File: src/design/pcips_pkg.sv
package pcips_pkg;

  // Configuration space addressing
  localparam int unsigned CFG_AW = 8;
  localparam logic [7:0] DEV_STAT_OFFSET = 8'hAA;
  localparam logic [7:0] LINK_CAP_OFFSET = 8'hAC;
  localparam logic [5:0] DEV_STAT_DWORD = DEV_STAT_OFFSET[7:2];
  localparam logic [5:0] LINK_CAP_DWORD = LINK_CAP_OFFSET[7:2];
  localparam logic [1:0] DEV_STAT_LANE = DEV_STAT_OFFSET[1:0];
  localparam int unsigned DEV_STAT_SHIFT = 8 * DEV_STAT_LANE;
  localparam int unsigned L0S_LANE = 1;

  // Device status layout
  localparam int unsigned DEV_STAT_W = 16;
  localparam logic [15:0] DEV_STAT_RESET = 16'h0000;
  localparam int unsigned DEV_STAT_PEND_BIT = 5;
  localparam int unsigned DEV_STAT_UR_BIT = 3;
  localparam int unsigned DEV_STAT_FATAL_BIT = 2;
  localparam int unsigned DEV_STAT_NONFATAL_BIT = 1;
  localparam int unsigned DEV_STAT_CORR_BIT = 0;
  localparam int unsigned ERR_FLAGS = 4;

  // Device control enable positions, register owned elsewhere
  localparam int unsigned DEV_CTRL_W = 16;
  localparam int unsigned DEV_CTRL_UR_EN_BIT = 3;
  localparam int unsigned DEV_CTRL_FATAL_EN_BIT = 2;
  localparam int unsigned DEV_CTRL_NONFATAL_EN_BIT = 1;
  localparam int unsigned DEV_CTRL_CORR_EN_BIT = 0;

  // Link capabilities layout
  localparam logic [31:0] LINK_CAP_RESET = 32'h02014D01;
  localparam int unsigned LINK_CAP_PORT_LSB = 24;
  localparam int unsigned LINK_CAP_L0S_LSB = 12;
  localparam int unsigned LINK_CAP_ASPM_LSB = 10;
  localparam int unsigned LINK_CAP_WIDTH_LSB = 4;
  localparam int unsigned LINK_CAP_SPEED_LSB = 0;
  localparam logic [7:0] LINK_CAP_PORT_NUM = 8'h02;
  localparam logic [2:0] LINK_CAP_L0S_DEFAULT = 3'h4;
  localparam logic [2:0] LINK_CAP_L0S_MIN = 3'h0;
  localparam logic [2:0] LINK_CAP_L0S_STEP = 3'h1;
  localparam logic [1:0] LINK_CAP_ASPM_L0S_L1 = 2'h3;
  localparam logic [5:0] LINK_CAP_WIDTH_X16 = 6'h10;
  localparam logic [5:0] LINK_CAP_WIDTH_X1 = 6'h01;
  localparam logic [3:0] LINK_CAP_SPEED_2G5 = 4'h1;

  // Report pulse order, same as the flag order
  typedef enum logic [1:0] {
    PCIPS_ERR_CORR = 2'h0,
    PCIPS_ERR_NONFATAL = 2'h1,
    PCIPS_ERR_FATAL = 2'h2,
    PCIPS_ERR_UR = 2'h3
  } pcips_err_t;

  typedef struct packed {
    logic [ERR_FLAGS-1:0] errFlags;
    logic pending;
    logic [2:0] l0sLatency;
    logic l0sLocked;
    logic [1:0] forceX1Sync;
    logic [ERR_FLAGS-1:0] report;
    logic [31:0] rdData;
    logic rdValid;
  } pcips_state_t;

  typedef struct packed {
    logic [15:0] count;
  } pcips_trk_state_t;

endpackage : pcips_pkg

File: src/design/pcips_status_caps.sv
// Overview of operation
// - Pending bit high while any transaction outstanding
// - Pending clears only when all transactions finished
// - Unsupported request sets its write-one-clear flag
// - Fatal error sets flag regardless of enable
// - Non-fatal error sets flag regardless of enable
// - Correctable error sets flag regardless of enable
// - Mask never suppresses detected flags
// - Only locally detected errors set flags
// - Port number field reads constant 02h
// - L0s exit latency defaults to 100b
// - L0s latency field is write-once
// - ASPM support field reads 11b
// - L1 advertised but not implemented
// - Width x16, or x1 when forced
// - Max link speed reads 1h
// - Unsupported request reported only when enabled
// - Common clock setting alters reported latency
`timescale 1ns/1ps
`default_nettype none

module pcips_status_caps
  import pcips_pkg::*;
#(
  parameter int unsigned NUM_VC = 2,
  parameter int unsigned TXN_CNT_W = 16
) (
  input wire logic mclk,
  input wire logic rst_b,
  input wire logic [CFG_AW-1:0] cfgAddr,
  input wire logic cfgRd,
  input wire logic cfgWr,
  input wire logic [3:0] cfgByteEn,
  input wire logic [31:0] cfgWrData,
  output logic [31:0] cfgRdData,
  output logic cfgRdValid,
  input wire logic [DEV_CTRL_W-1:0] devCtrlReg,
  input wire logic advErrEnable,
  input wire logic corrErrMask,
  input wire logic commonClkCfg,
  input wire logic forceX1Pin,
  input wire logic urDetect,
  input wire logic fatalDetect,
  input wire logic nonFatalDetect,
  input wire logic corrDetect,
  input wire logic [NUM_VC-1:0] txnIssue,
  input wire logic [NUM_VC-1:0] txnRetire,
  output logic txnPending,
  output logic urReport,
  output logic fatalReport,
  output logic nonFatalReport,
  output logic corrReport
);

  localparam pcips_state_t STATE_RESET = '{
    errFlags: DEV_STAT_RESET[ERR_FLAGS-1:0],
    pending: DEV_STAT_RESET[DEV_STAT_PEND_BIT],
    l0sLatency: LINK_CAP_L0S_DEFAULT,
    l0sLocked: 1'b0,
    forceX1Sync: 2'h0,
    report: '0,
    rdData: 32'h00000000,
    rdValid: 1'b0
  };

  logic [1:0] rstPipe_reg;
  logic rstSync_b;
  pcips_state_t state_reg;
  pcips_state_t state_next;
  logic [NUM_VC-1:0] vcBusy;
  logic [ERR_FLAGS-1:0] errSet;
  logic [ERR_FLAGS-1:0] errClr;
  logic [ERR_FLAGS-1:0] errEnable;
  logic [DEV_STAT_W-1:0] devStatValue;
  logic [31:0] linkCapValue;
  logic [2:0] l0sReported;
  logic [5:0] widthReported;
  logic wrDevStat;
  logic wrLinkCapL0s;
  logic [5:0] cfgDword;

  // Reset release through two flops, assertion stays asynchronous
  always_ff @(posedge mclk or negedge rst_b) begin
    if (!rst_b) begin
      rstPipe_reg <= 2'h0;
    end else begin
      rstPipe_reg <= {rstPipe_reg[0], 1'b1};
    end
  end

  assign rstSync_b = rstPipe_reg[1];

  // One outstanding counter per virtual channel
  genvar vc;
  generate
    for (vc = 0; vc < NUM_VC; vc++) begin : gVc
      pcips_txn_tracker #(
        .CNT_W(TXN_CNT_W)
      ) uTracker (
        .mclk(mclk),
        .rstSync_b(rstSync_b),
        .issue(txnIssue[vc]),
        .retire(txnRetire[vc]),
        .busy(vcBusy[vc])
      );
    end
  endgenerate

  assign cfgDword = cfgAddr[CFG_AW-1:2];

  // Error inputs carry only locally detected errors; received
  // messages never reach this block
  always_comb begin
    errSet = '0;
    errSet[PCIPS_ERR_UR] = urDetect;
    errSet[PCIPS_ERR_FATAL] = fatalDetect;
    errSet[PCIPS_ERR_NONFATAL] = nonFatalDetect;
    errSet[PCIPS_ERR_CORR] = corrDetect;
  end

  always_comb begin
    errEnable = '0;
    errEnable[PCIPS_ERR_UR] = devCtrlReg[DEV_CTRL_UR_EN_BIT];
    errEnable[PCIPS_ERR_FATAL] = devCtrlReg[DEV_CTRL_FATAL_EN_BIT];
    errEnable[PCIPS_ERR_NONFATAL] = devCtrlReg[DEV_CTRL_NONFATAL_EN_BIT];
    // Mask gates the report only, never the logged flag
    errEnable[PCIPS_ERR_CORR] = devCtrlReg[DEV_CTRL_CORR_EN_BIT]
                                && !(advErrEnable && corrErrMask);
  end

  // Read views of both registers
  always_comb begin
    devStatValue = '0;
    devStatValue[DEV_STAT_PEND_BIT] = state_reg.pending;
    devStatValue[DEV_STAT_UR_BIT] = state_reg.errFlags[PCIPS_ERR_UR];
    devStatValue[DEV_STAT_FATAL_BIT] = state_reg.errFlags[PCIPS_ERR_FATAL];
    devStatValue[DEV_STAT_NONFATAL_BIT] = state_reg.errFlags[PCIPS_ERR_NONFATAL];
    devStatValue[DEV_STAT_CORR_BIT] = state_reg.errFlags[PCIPS_ERR_CORR];
  end

  always_comb begin
    // Common clock shortens exit by one step, floor at zero
    if (commonClkCfg && state_reg.l0sLatency != LINK_CAP_L0S_MIN) begin
      l0sReported = state_reg.l0sLatency - LINK_CAP_L0S_STEP;
    end else begin
      l0sReported = state_reg.l0sLatency;
    end
    if (state_reg.forceX1Sync[1]) begin
      widthReported = LINK_CAP_WIDTH_X1;
    end else begin
      widthReported = LINK_CAP_WIDTH_X16;
    end
    linkCapValue = '0;
    linkCapValue[LINK_CAP_PORT_LSB +: 8] = LINK_CAP_PORT_NUM;
    linkCapValue[LINK_CAP_L0S_LSB +: 3] = l0sReported;
    // Advertised only; no L1 entry logic exists in this port
    linkCapValue[LINK_CAP_ASPM_LSB +: 2] = LINK_CAP_ASPM_L0S_L1;
    linkCapValue[LINK_CAP_WIDTH_LSB +: 6] = widthReported;
    linkCapValue[LINK_CAP_SPEED_LSB +: 4] = LINK_CAP_SPEED_2G5;
  end

  // Write decode
  assign wrDevStat = cfgWr && cfgDword == DEV_STAT_DWORD && cfgByteEn[DEV_STAT_LANE];
  assign wrLinkCapL0s = cfgWr && cfgDword == LINK_CAP_DWORD && cfgByteEn[L0S_LANE];

  always_comb begin
    errClr = '0;
    if (wrDevStat) begin
      errClr = cfgWrData[DEV_STAT_SHIFT +: ERR_FLAGS];
    end
  end

  always_comb begin
    state_next = state_reg;

    // Set wins over a same-cycle clear
    state_next.errFlags = (state_reg.errFlags & ~errClr) | errSet;

    // Drops only after every channel has drained
    state_next.pending = |vcBusy;

    // First write with the latency byte lane locks the field
    if (wrLinkCapL0s && !state_reg.l0sLocked) begin
      state_next.l0sLatency = cfgWrData[LINK_CAP_L0S_LSB +: 3];
      state_next.l0sLocked = 1'b1;
    end

    // Strap pin is asynchronous to mclk
    state_next.forceX1Sync = {state_reg.forceX1Sync[0], forceX1Pin};

    state_next.report = errSet & errEnable;

    state_next.rdValid = cfgRd;
    state_next.rdData = '0;
    if (cfgRd) begin
      if (cfgDword == DEV_STAT_DWORD) begin
        state_next.rdData[DEV_STAT_SHIFT +: DEV_STAT_W] = devStatValue;
      end else if (cfgDword == LINK_CAP_DWORD) begin
        state_next.rdData = linkCapValue;
      end
    end
  end

  always_ff @(posedge mclk or negedge rstSync_b) begin
    if (!rstSync_b) begin
      state_reg <= STATE_RESET;
    end else begin
      state_reg <= state_next;
    end
  end

  assign cfgRdData = state_reg.rdData;
  assign cfgRdValid = state_reg.rdValid;
  assign txnPending = state_reg.pending;
  assign urReport = state_reg.report[PCIPS_ERR_UR];
  assign fatalReport = state_reg.report[PCIPS_ERR_FATAL];
  assign nonFatalReport = state_reg.report[PCIPS_ERR_NONFATAL];
  assign corrReport = state_reg.report[PCIPS_ERR_CORR];

endmodule : pcips_status_caps

`default_nettype wire

File: src/design/pcips_txn_tracker.sv
`timescale 1ns/1ps
`default_nettype none

module pcips_txn_tracker
  import pcips_pkg::*;
#(
  parameter int unsigned CNT_W = 16
) (
  input wire logic mclk,
  input wire logic rstSync_b,
  input wire logic issue,
  input wire logic retire,
  output logic busy
);

  localparam logic [CNT_W-1:0] CNT_ZERO = '0;
  localparam logic [CNT_W-1:0] CNT_ONE = CNT_W'(1);
  localparam logic [CNT_W-1:0] CNT_MAX = '1;

  logic [CNT_W-1:0] count_reg;
  logic [CNT_W-1:0] count_next;

  // Simultaneous issue and retire leave the count alone
  always_comb begin
    count_next = count_reg;
    if (issue && !retire && count_reg != CNT_MAX) begin
      count_next = count_reg + CNT_ONE;
    end else if (retire && !issue && count_reg != CNT_ZERO) begin
      count_next = count_reg - CNT_ONE;
    end
  end

  always_ff @(posedge mclk or negedge rstSync_b) begin
    if (!rstSync_b) begin
      count_reg <= CNT_ZERO;
    end else begin
      count_reg <= count_next;
    end
  end

  // Saturation at CNT_MAX drops further issues; size CNT_W above the real limit
  assign busy = (count_reg != CNT_ZERO);

endmodule : pcips_txn_tracker

`default_nettype wire

File: config.mk
export PLATFORM = sky130hd
export DESIGN_NAME = pcips_status_caps
export DESIGN_NICKNAME = d
export VERILOG_FILES = /design/src/design/pcips_pkg.sv /design/src/design/pcips_status_caps.sv /design/src/design/pcips_txn_tracker.sv
export SDC_FILE = /design/constraint.sdc
export NUM_CORES = 1
export LEC_CHECK = 0
export ABC_AREA = 1
export BUFFER_PORTS_ARGS = -buffer_cell sky130_fd_sc_hd__buf_2
export CORE_MARGIN = 2
export CORE_UTILIZATION = 40
export CTS_CLUSTER_DIAMETER = 150
export CTS_CLUSTER_SIZE = 24
export DETAILED_ROUTE_END_ITERATION = 7
export SYNTH_ARGS = -nofsm -noshare
export SYNTH_HDL_FRONTEND = slang
export SYNTH_SLANG_ARGS = --single-unit
File: constraint.sdc
create_clock -name mclk -period 4.3 [get_ports mclk]
set_input_delay 0.86 -clock mclk [delete_from_list [all_inputs] [get_ports mclk]]
set_output_delay 0.86 -clock mclk [all_outputs]
set_load 0.01 [all_outputs]
==> impl_metrics.yaml <==
outcome:
  outcome: "finished, final reports clean"
place:
  post_dp_cell_area_um2: 4620
  routabilityCongestion: 0.894
  dp_hpwl_mm: 7.35
  place_inst: 782
  place.port_buffers: 54
  dp_slack_ps: 1070
clock_tree:
  cts_resized: 0
  cts_buffer_depth: 2
  clk_latency_ps: 350
  numCtsBuffers: 9
  htree_num_levels: 3
  ctsHoldBuffers: 0
  clockRootBuffer: "clkbuf_8"
  clock_sinks: 61
  cts_setup_buffers: 0
  path_clk_slew_ps: 80
  cts_tree: "yes"
global_routing:
  antenna_found_initial: 0
  grt_pass1_wl_mm: 16.3
  grt.overflow.total: 0
  grt.total_usage: 0.174
  grt_max_degree: 60
  grt_pass1_vias: 3674
final_layout:
  diodes: 0
  largest_reg_flops: 32
  final_cells: 798
  final_nets: 763
  stdcell_area_um2: 4840
  final_core_util: 0.451
  area_growth_pct: 10.6
  drive_above_1_share: 0.128
logic_synthesis:
  yosys.area.top_type_share: 0.343
  synth_common_cells: "nand2_1, inv_1, dfrtp_1, nor2_1, nand3_1"
  synth-main-ff-cell: "dfrtp_1"
  synth_most_common_cell: "nand2_1"
  synth.cell_area_um2: 4380
  synthTopCellsByArea: "dfrtp_1, nand2_1, ha_1, inv_1, buf_4"
  ys_ff_latch: 61
  async_reset_ff_frac: 1.00
  yosysSeqAreaShare: 0.349
  yosys.area.top_type: "dfrtp_1"
  synth_edf_count: 0
  ys_warn_count: 0
  yosysUniqueCellTypes: 32
  syn_inst: 606
  synth.avg_cell_area_um2: 7.23
sta:
  hold_slack_ps: 287
  setup_viol: 0
  rsz0062_at_grt: "false"
  relSlewSlack: 0.454
  postLayoutSetupSlackWorst_ps: 1210
  tns_ps: 0
  finalClockSkew_ps: 12.4
  fin_crit_ps: 3090
  hold_viol: 0
  final_max_slew_viol_count: 0
  fmax_mhz: 324
  min_period_over_period: 0.719
  tightest_slew_ps: 818
job:
  maxCapViolCount: 0
drt:
  wl_per_cell_um: 12.0
  dr_wl_met3_um: 470
  viasPerCell: 4.77
  first_pass_iters: 4
  wl_met1_mm: 4.54
  drc: 0
  wl_met2_mm: 4.49
  totalWireLength_mm: 9.60
  initialDrtViolationCount: 158
  ant_nets: 0
  vias: 3803
  highest_layer: "met4"
power_and_ir_drop:
  finalPower_mw: 3.22
  pwr_density_cell_nw_per_um2: 665
  leakagePower_nw: 2.77
  peakVddDrop_mv: 0.234
setup_path:
  arrival_ps: 3320
  path_class: "reg2reg"
  worst_setup_path_start_kind: "register"
  crit_path_end_kind: "register"
  crit_fanout: 18
  worst-endpoint-required_ps: 4530
floorplan:
  initial_core_util: 0.408
  die-area_um2: 11800
  die_h_um: 109
  rows: 38
  core_area_um2: 10700
  die_x_um: 109
  ios: 114
worst_hold_path:
  hp-class: "in2async"
## metal layers
metal  GRT usage  vias up
met3      0.0383       10
met5           0        -
met2       0.289       89
li1            -     1966
met1       0.224     1738
met4      0.0604        0
## final cells by class
type | instances | area (µm²)
Fill cell | 1100 | 5900
Multi-Input combinational cell | 440 | 2320
Sequential cell | 61 | 1530
Inverter | 86 | 324
Timing Repair Buffer | 55 | 278
Tap cell | 140 | 175
Clock buffer | 9 | 124
Clock inverter | 7 | 97.6
## final timing paths
kind	start	endpoint	slack (ps)	cells after the start
max in group asynchronous	rstPipe_reg[1]$_DFF_PN0_	corrReport$_DFF_PN0_	3400	1
min reg2reg	state_next[38]$_DFF_PN0_	state_reg[38]$_DFF_PN0_	350	0
max reg2reg	gVc[0].uTracker.count_reg[6]$_DFFE_PN0P_	gVc[0].uTracker.count_reg[10]$_DFFE_PN0P_	1210	13
max	gVc[0].uTracker.count_reg[6]$_DFFE_PN0P_	gVc[0].uTracker.count_reg[10]$_DFFE_PN0P_	1210	13
min	rst_b	rstPipe_reg[1]$_DFF_PN0_	290	1
min in group mclk	state_next[38]$_DFF_PN0_	state_reg[38]$_DFF_PN0_	350	0
## report_power, final
group / internal [mW] / leakage [nW] / switching (mW)
clock: 0.329 / 0.106 / 0.255
sequential: 0.734 / 0.730 / 0.169
combinational: 0.659 / 1.94 / 1.07
total: 1.72 / 2.77 / 1.50
## cells by family (layout without fill, tap and decap cells)
kind of cell,after synthesis,count (layout),synth area share
xor gates and xnor gates,18,18,0.0360
and+or+nand+nor,305,305,0.293
DFF,61,61,0.349
other,2,19,0.00171
buffers and inverters,122,157,0.137
adders and majority gates,34,34,0.101
AOI/OAI and AO/OA,64,64,0.0828
## cell usage in the layout (no fill, tap or decap), types with 3 or more instances in the layout
| cell | synthesis | routed |
|---|---|---|
| a21oi_1 | 32 | 32 |
| o21bai_1 | 6 | 6 |
| nand3_1 | 37 | 37 |
| o21ai_0 | 18 | 18 |
| nand2_1 | 185 | 185 |
| nand3b_1 | 6 | 6 |
| xor2_1 | 13 | 13 |
| nand4_1 | 10 | 10 |
| ha_1 | 32 | 32 |
| nor2_1 | 50 | 50 |
| conb_1 | 2 | 19 |
| inv_1 | 84 | 84 |
| dfrtp_1 | 60 | 59 |
| xnor2_1 | 5 | 5 |
| o21ai_2 | 3 | 3 |
| nor3_1 | 8 | 8 |
| buf_2 | 1 | 54 |
| clkbuf_8 | 0 | 9 |
## worst max-delay path, stage by stage (launching register included)
cell,delay [ps]
dfrtp_1,440
nand4_1,120
or2_1,280
o21ai_4,500
inv_1,120
fa_1,420
o21ai_0,500
nand2_1,100
nand2_1,160
nand2_1,80
nand2_1,60
nand2_1,40
nand3_1,90
nand2_1,60
(Power assumes the default switching activity.)
